File: src/cbrs_pkg.sv
package cbrs_pkg;

  localparam logic [7:0]  CONV_CTRL_OFS     = 8'hD1;
  localparam logic [7:0]  STATUS_OFS        = 8'hD4;
  localparam logic [7:0]  CONV_CTRL_RESET   = 8'h40;
  localparam int          MAIN_OSC_OFF_BIT  = 2;
  localparam logic [11:0] RESET_VECTOR      = 12'hFFE;
  localparam logic [11:0] DELAY_CYCLES      = 12'h800;
  localparam logic [1:0]  FETCH_CYCLES      = 2'h2;
  localparam logic [3:0]  MISS_LIMIT        = 4'h8;
  localparam logic [3:0]  WDOG_PULSE_CYCLES = 4'h4;
  localparam logic [1:0]  AXI_OKAY          = 2'b00;
  localparam logic [1:0]  AXI_SLVERR        = 2'b10;

  typedef enum {
    SEQ_HOLD,
    SEQ_DELAY,
    SEQ_FETCH,
    SEQ_RUN
  } cbrs_seq_t;

  typedef struct packed {
    logic        hold;
    logic        delay;
    logic        fetch;
    logic        run;
  } cbrs_phase_t;

endpackage

File: src/cbrs_sequencer.sv
// Our own choice: the AXI4-Lite slave port.
`timescale 1ns/1ps
// Behaviour
// - backup oscillator usable only when safeguard option strap is set
// - with safeguard, missing main edges switch internal clock to backup
// - on backup clock, cpu keeps running, interrupts and wait/stop normal
// - at power-on backup clocks delay counter until main oscillator starts
// - backup oscillator stops as soon as main oscillator runs
// - converter control bit 2 disables main oscillator; at 0xD1, reset 0x40
// - without safeguard, main oscillator disable bit has no effect
// - enabled low-voltage detector below threshold holds static reset
// - reset pin driven low while low-voltage reset is active
// - reset sources: pin, watchdog, low-voltage detector only
// - after reset wait 2048 internal cycles, then 2 vector fetch cycles
// - reset clears return stack and loads pc with vector 0xFFE
// - reset enters nmi mode, left on return-from-interrupt
// - pin low holds reset; short pulse accepted due to appended delay
// - pin low in run/wait halts cpu, ports to pull-up inputs, osc restart
// - pin low in stop starts oscillator and sets ports to pull-up inputs
// - watchdog end-of-count resets exactly like pin reset
// - watchdog reset pulses reset pin low only briefly
module cbrs_sequencer (
  input  wire logic        mclk_i,
  input  wire logic        nrst_i,
  // option straps
  input  wire logic        safeguard_option_i,
  input  wire logic        lv_detect_option_i,
  // analog / peripheral events
  input  wire logic        main_osc_edge_i,
  input  wire logic        low_voltage_detector_i,
  input  wire logic        watchdog_reset_i,
  input  wire logic        return_from_interrupt_instr_i,
  input  wire logic        stop_mode_i,
  // reset pin, open drain
  input  wire logic        reset_pin_n_i,
  output logic             reset_pin_o,
  output logic             reset_pin_oe_o,
  // clock and core control
  output logic             main_osc_enable_o,
  output logic             backup_low_freq_osc_en_o,
  output logic             clk_sel_backup_o,
  output logic             cpu_reset_o,
  output logic             ports_to_pullup_o,
  output logic             stack_clear_o,
  output logic             vector_fetch_o,
  output logic [11:0]      pc_load_value_o,
  output logic             nmi_mode_o,
  output logic [7:0]       converter_control_o,
  // axi4-lite slave
  input  wire logic [9:0]  s_axi_awaddr,
  input  wire logic        s_axi_awvalid,
  output logic             s_axi_awready,
  input  wire logic [31:0] s_axi_wdata,
  input  wire logic [3:0]  s_axi_wstrb,
  input  wire logic        s_axi_wvalid,
  output logic             s_axi_wready,
  output logic [1:0]       s_axi_bresp,
  output logic             s_axi_bvalid,
  input  wire logic        s_axi_bready,
  input  wire logic [9:0]  s_axi_araddr,
  input  wire logic        s_axi_arvalid,
  output logic             s_axi_arready,
  output logic [31:0]      s_axi_rdata,
  output logic [1:0]       s_axi_rresp,
  output logic             s_axi_rvalid,
  input  wire logic        s_axi_rready
);

  ////////////////////////////////////////////////////////////////////////////
  // input synchronisers, three stages

  logic [2:0] pin_sync;
  logic [2:0] edge_sync;
  logic [2:0] lv_sync;
  logic       pin_low;
  logic       main_edge_lvl;
  logic       lv_low;

  always_ff @(posedge mclk_i or negedge nrst_i) begin
    if (!nrst_i) begin
      pin_sync  <= 3'h7;
      edge_sync <= 3'h0;
      lv_sync   <= 3'h0;
    end else begin
      pin_sync  <= {pin_sync[1:0], reset_pin_n_i};
      edge_sync <= {edge_sync[1:0], main_osc_edge_i};
      lv_sync   <= {lv_sync[1:0], low_voltage_detector_i};
    end
  end

  // a change counts once stages two and three agree
  always_ff @(posedge mclk_i or negedge nrst_i) begin
    if (!nrst_i) begin
      pin_low       <= 1'b0;
      main_edge_lvl <= 1'b0;
      lv_low        <= 1'b0;
    end else begin
      if (pin_sync[1] == pin_sync[2]) begin
        pin_low <= ~pin_sync[2];
      end
      if (edge_sync[1] == edge_sync[2]) begin
        main_edge_lvl <= edge_sync[2];
      end
      if (lv_sync[1] == lv_sync[2]) begin
        lv_low <= lv_sync[2];
      end
    end
  end

  ////////////////////////////////////////////////////////////////////////////
  // converter control register and oscillator supervision

  logic [7:0] conv_ctrl;
  logic       edge_prev;
  logic [3:0] miss_cnt;
  logic       main_running;

  // main declared missing after a quiet window of MISS_LIMIT cycles
  wire edge_seen = main_edge_lvl ^ edge_prev;
  wire osc_off_eff =
    conv_ctrl[cbrs_pkg::MAIN_OSC_OFF_BIT] & safeguard_option_i;
  wire miss_full = miss_cnt == cbrs_pkg::MISS_LIMIT;

  always_ff @(posedge mclk_i or negedge nrst_i) begin
    if (!nrst_i) begin
      edge_prev    <= 1'b0;
      miss_cnt     <= 4'h0;
      main_running <= 1'b0;
    end else begin
      edge_prev <= main_edge_lvl;
      if (edge_seen) begin
        miss_cnt     <= 4'h0;
        main_running <= 1'b1;
      end else if (!miss_full) begin
        miss_cnt <= miss_cnt + 4'h1;
      end else begin
        main_running <= 1'b0;
      end
    end
  end

  // backup runs only with safeguard and no main clock
  wire backup_on = safeguard_option_i & ~main_running;
  assign backup_low_freq_osc_en_o = backup_on;
  assign clk_sel_backup_o         = backup_on;

  ////////////////////////////////////////////////////////////////////////////
  // reset merge and sequence

  cbrs_pkg::cbrs_seq_t state;
  cbrs_pkg::cbrs_seq_t next_state;
  logic [11:0]         delay_cnt;
  logic [1:0]          fetch_cnt;
  logic                nmi_mode;
  logic [3:0]          wdog_cnt;
  logic                stop_at_reset;

  // any source forces hold on the next edge
  wire lv_reset  = lv_detect_option_i & lv_low;
  wire any_reset = pin_low | watchdog_reset_i | lv_reset;
  wire delay_done = delay_cnt == cbrs_pkg::DELAY_CYCLES - 12'h001;
  wire fetch_done = fetch_cnt == cbrs_pkg::FETCH_CYCLES - 2'h1;

  always_comb begin
    next_state = state;
    case (state)
      cbrs_pkg::SEQ_HOLD: begin
        if (!any_reset) begin
          next_state = cbrs_pkg::SEQ_DELAY;
        end
      end
      cbrs_pkg::SEQ_DELAY: begin
        if (delay_done) begin
          next_state = cbrs_pkg::SEQ_FETCH;
        end
      end
      cbrs_pkg::SEQ_FETCH: begin
        if (fetch_done) begin
          next_state = cbrs_pkg::SEQ_RUN;
        end
      end
      cbrs_pkg::SEQ_RUN: begin
        next_state = cbrs_pkg::SEQ_RUN;
      end
      default: begin
        next_state = cbrs_pkg::SEQ_HOLD;
      end
    endcase
    if (any_reset) begin
      next_state = cbrs_pkg::SEQ_HOLD;
    end
  end

  always_ff @(posedge mclk_i or negedge nrst_i) begin
    if (!nrst_i) begin
      state <= cbrs_pkg::SEQ_HOLD;
    end else begin
      state <= next_state;
    end
  end

  // counter runs on whichever clock is selected; mclk stands for it
  always_ff @(posedge mclk_i or negedge nrst_i) begin
    if (!nrst_i) begin
      delay_cnt <= 12'h000;
      fetch_cnt <= 2'h0;
    end else begin
      if (state == cbrs_pkg::SEQ_DELAY) begin
        delay_cnt <= delay_cnt + 12'h001;
      end else begin
        delay_cnt <= 12'h000;
      end
      if (state == cbrs_pkg::SEQ_FETCH) begin
        fetch_cnt <= fetch_cnt + 2'h1;
      end else begin
        fetch_cnt <= 2'h0;
      end
    end
  end

  // nmi mode held through reset, left on the first return
  always_ff @(posedge mclk_i or negedge nrst_i) begin
    if (!nrst_i) begin
      nmi_mode <= 1'b1;
    end else if (state != cbrs_pkg::SEQ_RUN) begin
      nmi_mode <= 1'b1;
    end else if (return_from_interrupt_instr_i) begin
      nmi_mode <= 1'b0;
    end
  end

  // pin pulse after watchdog, too short for board reset
  always_ff @(posedge mclk_i or negedge nrst_i) begin
    if (!nrst_i) begin
      wdog_cnt <= 4'h0;
    end else if (watchdog_reset_i) begin
      wdog_cnt <= cbrs_pkg::WDOG_PULSE_CYCLES;
    end else if (wdog_cnt != 4'h0) begin
      wdog_cnt <= wdog_cnt - 4'h1;
    end
  end

  // whether the pin reset found the cpu stopped
  always_ff @(posedge mclk_i or negedge nrst_i) begin
    if (!nrst_i) begin
      stop_at_reset <= 1'b0;
    end else if (state == cbrs_pkg::SEQ_RUN && pin_low) begin
      stop_at_reset <= stop_mode_i;
    end
  end

  // one-hot view of the sequence state
  cbrs_pkg::cbrs_phase_t phase;
  assign phase.hold  = state == cbrs_pkg::SEQ_HOLD;
  assign phase.delay = state == cbrs_pkg::SEQ_DELAY;
  assign phase.fetch = state == cbrs_pkg::SEQ_FETCH;
  assign phase.run   = state == cbrs_pkg::SEQ_RUN;

  // open drain: the pin is only ever pulled low
  wire pin_drive = lv_reset | (wdog_cnt != 4'h0);
  assign reset_pin_o    = 1'b0;
  assign reset_pin_oe_o = pin_drive;

  // reset restarts main oscillator regardless of disable bit
  assign main_osc_enable_o = ~osc_off_eff | ~phase.run;
  assign cpu_reset_o       = ~phase.run;
  assign ports_to_pullup_o = phase.hold | phase.delay;
  assign stack_clear_o     = ~phase.run;
  assign vector_fetch_o    = phase.fetch;
  assign pc_load_value_o   = cbrs_pkg::RESET_VECTOR;
  assign nmi_mode_o        = nmi_mode;
  assign converter_control_o = conv_ctrl;

  ////////////////////////////////////////////////////////////////////////////
  // axi4-lite slave

  logic        aw_hold;
  logic        w_hold;
  logic [9:0]  aw_addr;
  logic [31:0] w_data;
  logic [3:0]  w_strb;
  logic        bvalid;
  logic [1:0]  bresp;
  logic        rvalid;
  logic [31:0] rdata;
  logic [1:0]  rresp;

  assign s_axi_awready = ~aw_hold & ~bvalid;
  assign s_axi_wready  = ~w_hold & ~bvalid;
  assign s_axi_arready = ~rvalid;
  assign s_axi_bvalid  = bvalid;
  assign s_axi_bresp   = bresp;
  assign s_axi_rvalid  = rvalid;
  assign s_axi_rdata   = rdata;
  assign s_axi_rresp   = rresp;

  wire aw_take = s_axi_awvalid & s_axi_awready;
  wire w_take  = s_axi_wvalid & s_axi_wready;
  wire have_aw = aw_hold | aw_take;
  wire have_w  = w_hold | w_take;
  wire [9:0]  wr_addr = aw_hold ? aw_addr : s_axi_awaddr;
  wire [31:0] wr_data = w_hold ? w_data : s_axi_wdata;
  wire [3:0]  wr_strb = w_hold ? w_strb : s_axi_wstrb;
  wire wr_go   = have_aw & have_w & ~bvalid;
  // byte address is four times the register index
  wire [9:0] ctrl_addr = {cbrs_pkg::CONV_CTRL_OFS, 2'h0};
  wire [9:0] stat_addr = {cbrs_pkg::STATUS_OFS, 2'h0};
  wire wr_ctrl = wr_addr == ctrl_addr;
  wire wr_stat = wr_addr == stat_addr;
  wire [1:0] wr_resp = (wr_ctrl | wr_stat) ? cbrs_pkg::AXI_OKAY
                                           : cbrs_pkg::AXI_SLVERR;
  wire rd_take = s_axi_arvalid & s_axi_arready;
  wire rd_ctrl = s_axi_araddr == ctrl_addr;
  wire rd_stat = s_axi_araddr == stat_addr;
  wire [1:0] rd_resp = (rd_ctrl | rd_stat) ? cbrs_pkg::AXI_OKAY
                                           : cbrs_pkg::AXI_SLVERR;
  // status bits, highest first; bit 8 is stop mode at pin reset
  wire [31:0] status_word = {23'h000000, stop_at_reset, nmi_mode,
    phase.run, phase.fetch, phase.delay, pin_drive, lv_reset,
    backup_on, main_running};
  wire [31:0] rd_word = rd_ctrl ? {24'h000000, conv_ctrl}
                      : (rd_stat ? status_word : 32'h00000000);

  always_ff @(posedge mclk_i or negedge nrst_i) begin
    if (!nrst_i) begin
      aw_hold <= 1'b0;
      w_hold  <= 1'b0;
      aw_addr <= 10'h000;
      w_data  <= 32'h00000000;
      w_strb  <= 4'h0;
    end else begin
      aw_hold <= have_aw & ~wr_go;
      w_hold  <= have_w & ~wr_go;
      if (aw_take) begin
        aw_addr <= s_axi_awaddr;
      end
      if (w_take) begin
        w_data <= s_axi_wdata;
        w_strb <= s_axi_wstrb;
      end
    end
  end

  // register write; only byte lane 0 holds bits
  always_ff @(posedge mclk_i or negedge nrst_i) begin
    if (!nrst_i) begin
      conv_ctrl <= cbrs_pkg::CONV_CTRL_RESET;
      bvalid    <= 1'b0;
      bresp     <= cbrs_pkg::AXI_OKAY;
    end else begin
      if (wr_go) begin
        bvalid <= 1'b1;
        bresp  <= wr_resp;
        if (wr_ctrl && wr_strb[0]) begin
          conv_ctrl <= wr_data[7:0];
        end
      end else if (s_axi_bready) begin
        bvalid <= 1'b0;
      end
    end
  end

  always_ff @(posedge mclk_i or negedge nrst_i) begin
    if (!nrst_i) begin
      rvalid <= 1'b0;
      rdata  <= 32'h00000000;
      rresp  <= cbrs_pkg::AXI_OKAY;
    end else if (rd_take) begin
      rvalid <= 1'b1;
      rresp  <= rd_resp;
      rdata  <= rd_word;
    end else if (s_axi_rready) begin
      rvalid <= 1'b0;
    end
  end

endmodule

File: config.mk
export PLATFORM = sky130hd
export DESIGN_NAME = cbrs_sequencer
export DESIGN_NICKNAME = d
export VERILOG_FILES = /design/src/cbrs_pkg.sv /design/src/cbrs_sequencer.sv
export SDC_FILE = /design/constraint.sdc
export NUM_CORES = 1
export LEC_CHECK = 0
export BUFFER_PORTS_ARGS = -buffer_cell sky130_fd_sc_hd__buf_2
export CORE_MARGIN = 2
export CORE_UTILIZATION = 45
export CTS_BUF_LIST = sky130_fd_sc_hd__clkbuf_4 sky130_fd_sc_hd__clkbuf_8 sky130_fd_sc_hd__clkbuf_16
export CTS_CLUSTER_DIAMETER = 100
export DETAILED_ROUTE_END_ITERATION = 10
export PLACE_DENSITY = 0.83
export REMOVE_ABC_BUFFERS = 1
export SKIP_LAST_GASP = 1
export SLEW_MARGIN = 20
export SYNTH_ARGS = -nofsm -noshare
export SYNTH_HDL_FRONTEND = slang
export SYNTH_SLANG_ARGS = --single-unit
File: constraint.sdc
create_clock -name mclk_i -period 1.7 [get_ports mclk_i]
set_input_delay 0.34 -clock mclk_i [delete_from_list [all_inputs] [get_ports mclk_i]]
set_output_delay 0.34 -clock mclk_i [all_outputs]
set_load 0.05 [all_outputs]
==> reports/qor.log <==
[pwr] Final Power 6170 µW
[timing] max_slew headroom 63.34%
[synthesis] commonest cells in the synthesized netlist sky130_fd_sc_hd__dfrtp_1, sky130_fd_sc_hd__buf_4, sky130_fd_sc_hd__nor2_1
[synthesis] Synth cell types 48
[synthesis] most common cell in the synthesized netlist sky130_fd_sc_hd__dfrtp_1
[timing] final number of hold-violating endpoints 0
[synthesis] Post-Syn Area 3875 µm²
[floorplan] Placement Rows 33
[setup_path] signal arrival time at the worst endpoint 2.16 ns
[route] antenna viol nets, final 0
[status] outcome finished, violations left
[synthesis] cell type with the highest aggregate area in the netlist sky130_fd_sc_hd__dfrtp_1
[timing] Worst Slack Setup Final -0.2137 ns
[synthesis] most used flip-flop cell after synthesis sky130_fd_sc_hd__dfrtp_1
[setup_path] kind of end point of the critical path register
[global_routing] vias in the first global route 2878
[status] violations in the final reports setup timing
[synthesis] area share of the largest cell type after synthesis 49.73%
[cells_and_area] area occupied by registers 2062 µm²
[route] ratio of routed vias to standard cells 5.027
[floorplan] initial core utilization 46.69%
[synthesis] count of flip-flops with a built-in enable after synthesis 0
[cells_and_area] antenna diode count 0
[clock_tree] worst-skew pair later-pin latency 0.36 ns
[synthesis] flip-flop and latch count after synthesis 82
[route] Met1 Routed Length 3225 µm
[job] maximum capacitance violations 0
[setup_path] crit path kind register to register
[setup_path] largest fanout of any net on the critical path 8
[cells_and_area] Area Growth Syn to Fin 21.50%
[timing] Period minus WS final 1.914 ns
[synthesis] share of flip-flops with an asynchronous set or reset after synthesis 100.0%
[clock_tree] CTS tree yes
[route] post-detailed-routing wire length 8148 µm
[route] WL met3 522 µm
[route] routed length per instance 14.92 µm
[clock_tree] library cell used as clock root buffer sky130_fd_sc_hd__clkbuf_8
[floorplan] area of the die 9369 µm²
[timing] total of endpoints with negative setup slack in the final report 9
[global_routing] gr ovfl total 0
[placed_design] HPWL after detailed placement 5912 µm
[synthesis] yosys synthesis warning count 0
[pwr] Power Dens Cells 1310 nW/µm²
[synthesis] largest cells by area after synthesis sky130_fd_sc_hd__dfrtp_1, sky130_fd_sc_hd__mux2_2, sky130_fd_sc_hd__buf_4, sky130_fd_sc_hd__dfstp_2, sky130_fd_sc_hd__mux2_4
[floorplan] I/O pin cnt 142
[hold_path] Hold Path Class primary input to register
[clock_tree] Bufs on Longest Clock Path 2
[route] DRC violation count after routing 0
[global_routing] global-route usage over all layers 17.69%
[route] violation count after the first detailed-routing iteration 134
[clock_tree] CTS clk-pin slew, worst paths 0.09 ns
[timing] maximum frequency from static timing analysis 0.5225 GHz
[floorplan] placeable core area 8299 µm²
[cells_and_area] area of the multi-input gates 1588 µm²
[placed_design] number of buffers added on ports 76
[route] routed length on met2 4198 µm
[route] Vias 2745
[placed_design] Placer Congestion 0.7737
[clock_tree] CTS buffer count 9
[floorplan] horizontal extent of the die 96.80 µm
[cells_and_area] fillers 654
[timing] transition time of the tightest slew-check pin 0.5499 ns
[cells_and_area] number of nets at the end of the flow 513
[setup_path] type of origin of the critical path register
[pwr] maximum resistive drop on vdd 0.9291 mV
[route] DR top layer met4
[timing] setup repair after global routing missed its margin yes
[timing] Setup Skew 0.01019 ns
[global_routing] largest net degree at the start of global routing 42
[placed_design] total instance count after detailed placement 523
[clock_tree] # clock sinks 82
[route] DRT Pass-1 Iters 4
[floorplan] Die Ht 96.80 µm
[timing] share of the clock period used by the worst path after layout 112.6%
[clock_tree] H-Tree Level Count 3
[synthesis] Gate Count Post-Synth 336
[timing] Max Slew Vio Count 0
[synthesis] synthesized area per cell 11.53 µm²
[synthesis] Seq/Total Area, Yosys 53.12%
[global_routing] antenna violations before repair 0
[global_routing] global-route wire length before repair 13350 µm
[pwr] leakage power 0.002315 µW
[cells_and_area] Layout Cells excl Fill 546
[cells_and_area] proportion of layout cells with a drive suffix above 1 39.00%
[setup_path] Worst Path Required 1.94 ns
==> worst max-delay path, stage by stage, from the launching register on <==
cell and delay [ns]:
sky130_fd_sc_hd__dfrtp_1 0.38, sky130_fd_sc_hd__nand4b_1 0.21, sky130_fd_sc_hd__nor4b_4 0.28, sky130_fd_sc_hd__o221ai_2 0.14, sky130_fd_sc_hd__or3_1 0.34, sky130_fd_sc_hd__buf_6 0.16, sky130_fd_sc_hd__mux2_4 0.29
==> final cells by class <==
cell class / count / share of cell area (%)
clock inverter: 7 / 2.099
sequential: 82 / 43.79
multi-input combinational: 225 / 33.72
tap: 105 / 2.790
timing repair buffer: 100 / 13.53
clock buffer: 9 / 2.631
inverter: 18 / 1.435
==> sequential cells by signal, summed over array words and instances, names as in the netlist, 4 cells and up <==
signal and count:
s_axi_rdata 9, delay_cnt 12, aw_addr 10, wdog_cnt 4, w_data 8, converter_control_o 8
miss_cnt 4
==> power by group <==
group          leakage, µW  total [µW]  internal, µW  switching (µW)
Combinational      0.00118        1990           932            1060
Clock             0.000111        1590           840             753
Sequential         0.00102        2590          2320             267
Total              0.00231        6170          4090            2080
==> cells by family after synthesis <==
logic type | count (synthesis) | share of synthesized area (%)
adder cells (fa/ha/maj) | 8 | 2.454
AND/OR/NAND/NOR | 91 | 12.37
buffers and inverters | 65 | 10.75
multiplexers | 37 | 11.50
AO/OA/AOI/OAI | 37 | 6.458
XOR/XNOR | 14 | 3.164
other | 2 | 0.1938
flip-flops | 82 | 53.12
==> metal layers <==
metal / vias to the layer above / track usage (%)
li1: 1269 / -
met1: 1353 / 19.72
met2: 101 / 31.57
met3: 22 / 5.419
met4: 0 / 6.826
met5: - / 0
==> cells in the final DEF (no fill, tap or decap), types with 4 or more instances in the layout <==
| cell | n |
|---|---|
| sky130_fd_sc_hd__dfrtp_1 | 74 |
| sky130_fd_sc_hd__buf_2 | 69 |
| sky130_fd_sc_hd__mux2_4 | 8 |
| sky130_fd_sc_hd__nor3_1 | 4 |
| sky130_fd_sc_hd__ha_1 | 5 |
| sky130_fd_sc_hd__inv_1 | 16 |
| sky130_fd_sc_hd__dfstp_2 | 5 |
| sky130_fd_sc_hd__nand4_1 | 4 |
| sky130_fd_sc_hd__conb_1 | 38 |
| sky130_fd_sc_hd__nand2_1 | 18 |
| sky130_fd_sc_hd__nor2_1 | 29 |
| sky130_fd_sc_hd__nor2b_1 | 4 |
| sky130_fd_sc_hd__nand3_1 | 7 |
| sky130_fd_sc_hd__clkbuf_8 | 9 |
| sky130_fd_sc_hd__a21oi_1 | 9 |
| sky130_fd_sc_hd__a222oi_1 | 4 |
| sky130_fd_sc_hd__xnor2_1 | 5 |
| sky130_fd_sc_hd__mux2_2 | 28 |
| sky130_fd_sc_hd__buf_4 | 20 |
| sky130_fd_sc_hd__o21ai_0 | 9 |
| sky130_fd_sc_hd__or3_1 | 5 |
| sky130_fd_sc_hd__xor2_1 | 9 |
==> final timing paths <==
check,from,to,slack (ns),depth (start not counted)
hold reg to reg,lv_sync[0],lv_sync[1],0.36,0
setup / recovery,aw_addr[7],converter_control_o[4],-0.21,6
setup reg to reg,aw_addr[7],converter_control_o[4],-0.21,6
min in group asynchronous,nrst_i,aw_addr[2],0.51,2
hold / removal,reset_pin_n_i,pin_sync[0],0.07,1
max in group asynchronous,nrst_i,pin_sync[0],0.60,3
==> timing repair <==
action / in CTS / in global routing
gates resized for setup: 11 / 15
endpoints found under the hold margin: 34 / 0
hold buffers: 1 / 0
pin swaps: 3 / 3
endpoints found under the setup margin: 13 / 14
buffers inserted: 1 / 5
==> through the flow <==
stage                     setup TNS (ns)  utilization [%]  setup WS [ns]  cell area (µm²)  hold slack, ns
after global placement            -2.025            52.30        -0.2595             4340          0.3324
after global routing              -2.645            56.73        -0.3114             4708         0.06428
after CTS                         -2.496            55.57        -0.2856             4612         0.06773
after detailed placement          -2.249            52.30        -0.2910             4340          0.3403
final                             -1.824            56.73        -0.2137             4708         0.07375
after floorplan                   -12.91                -        -0.5908             3661         0.04441
Note: power is estimated with default switching activity, not from simulation.
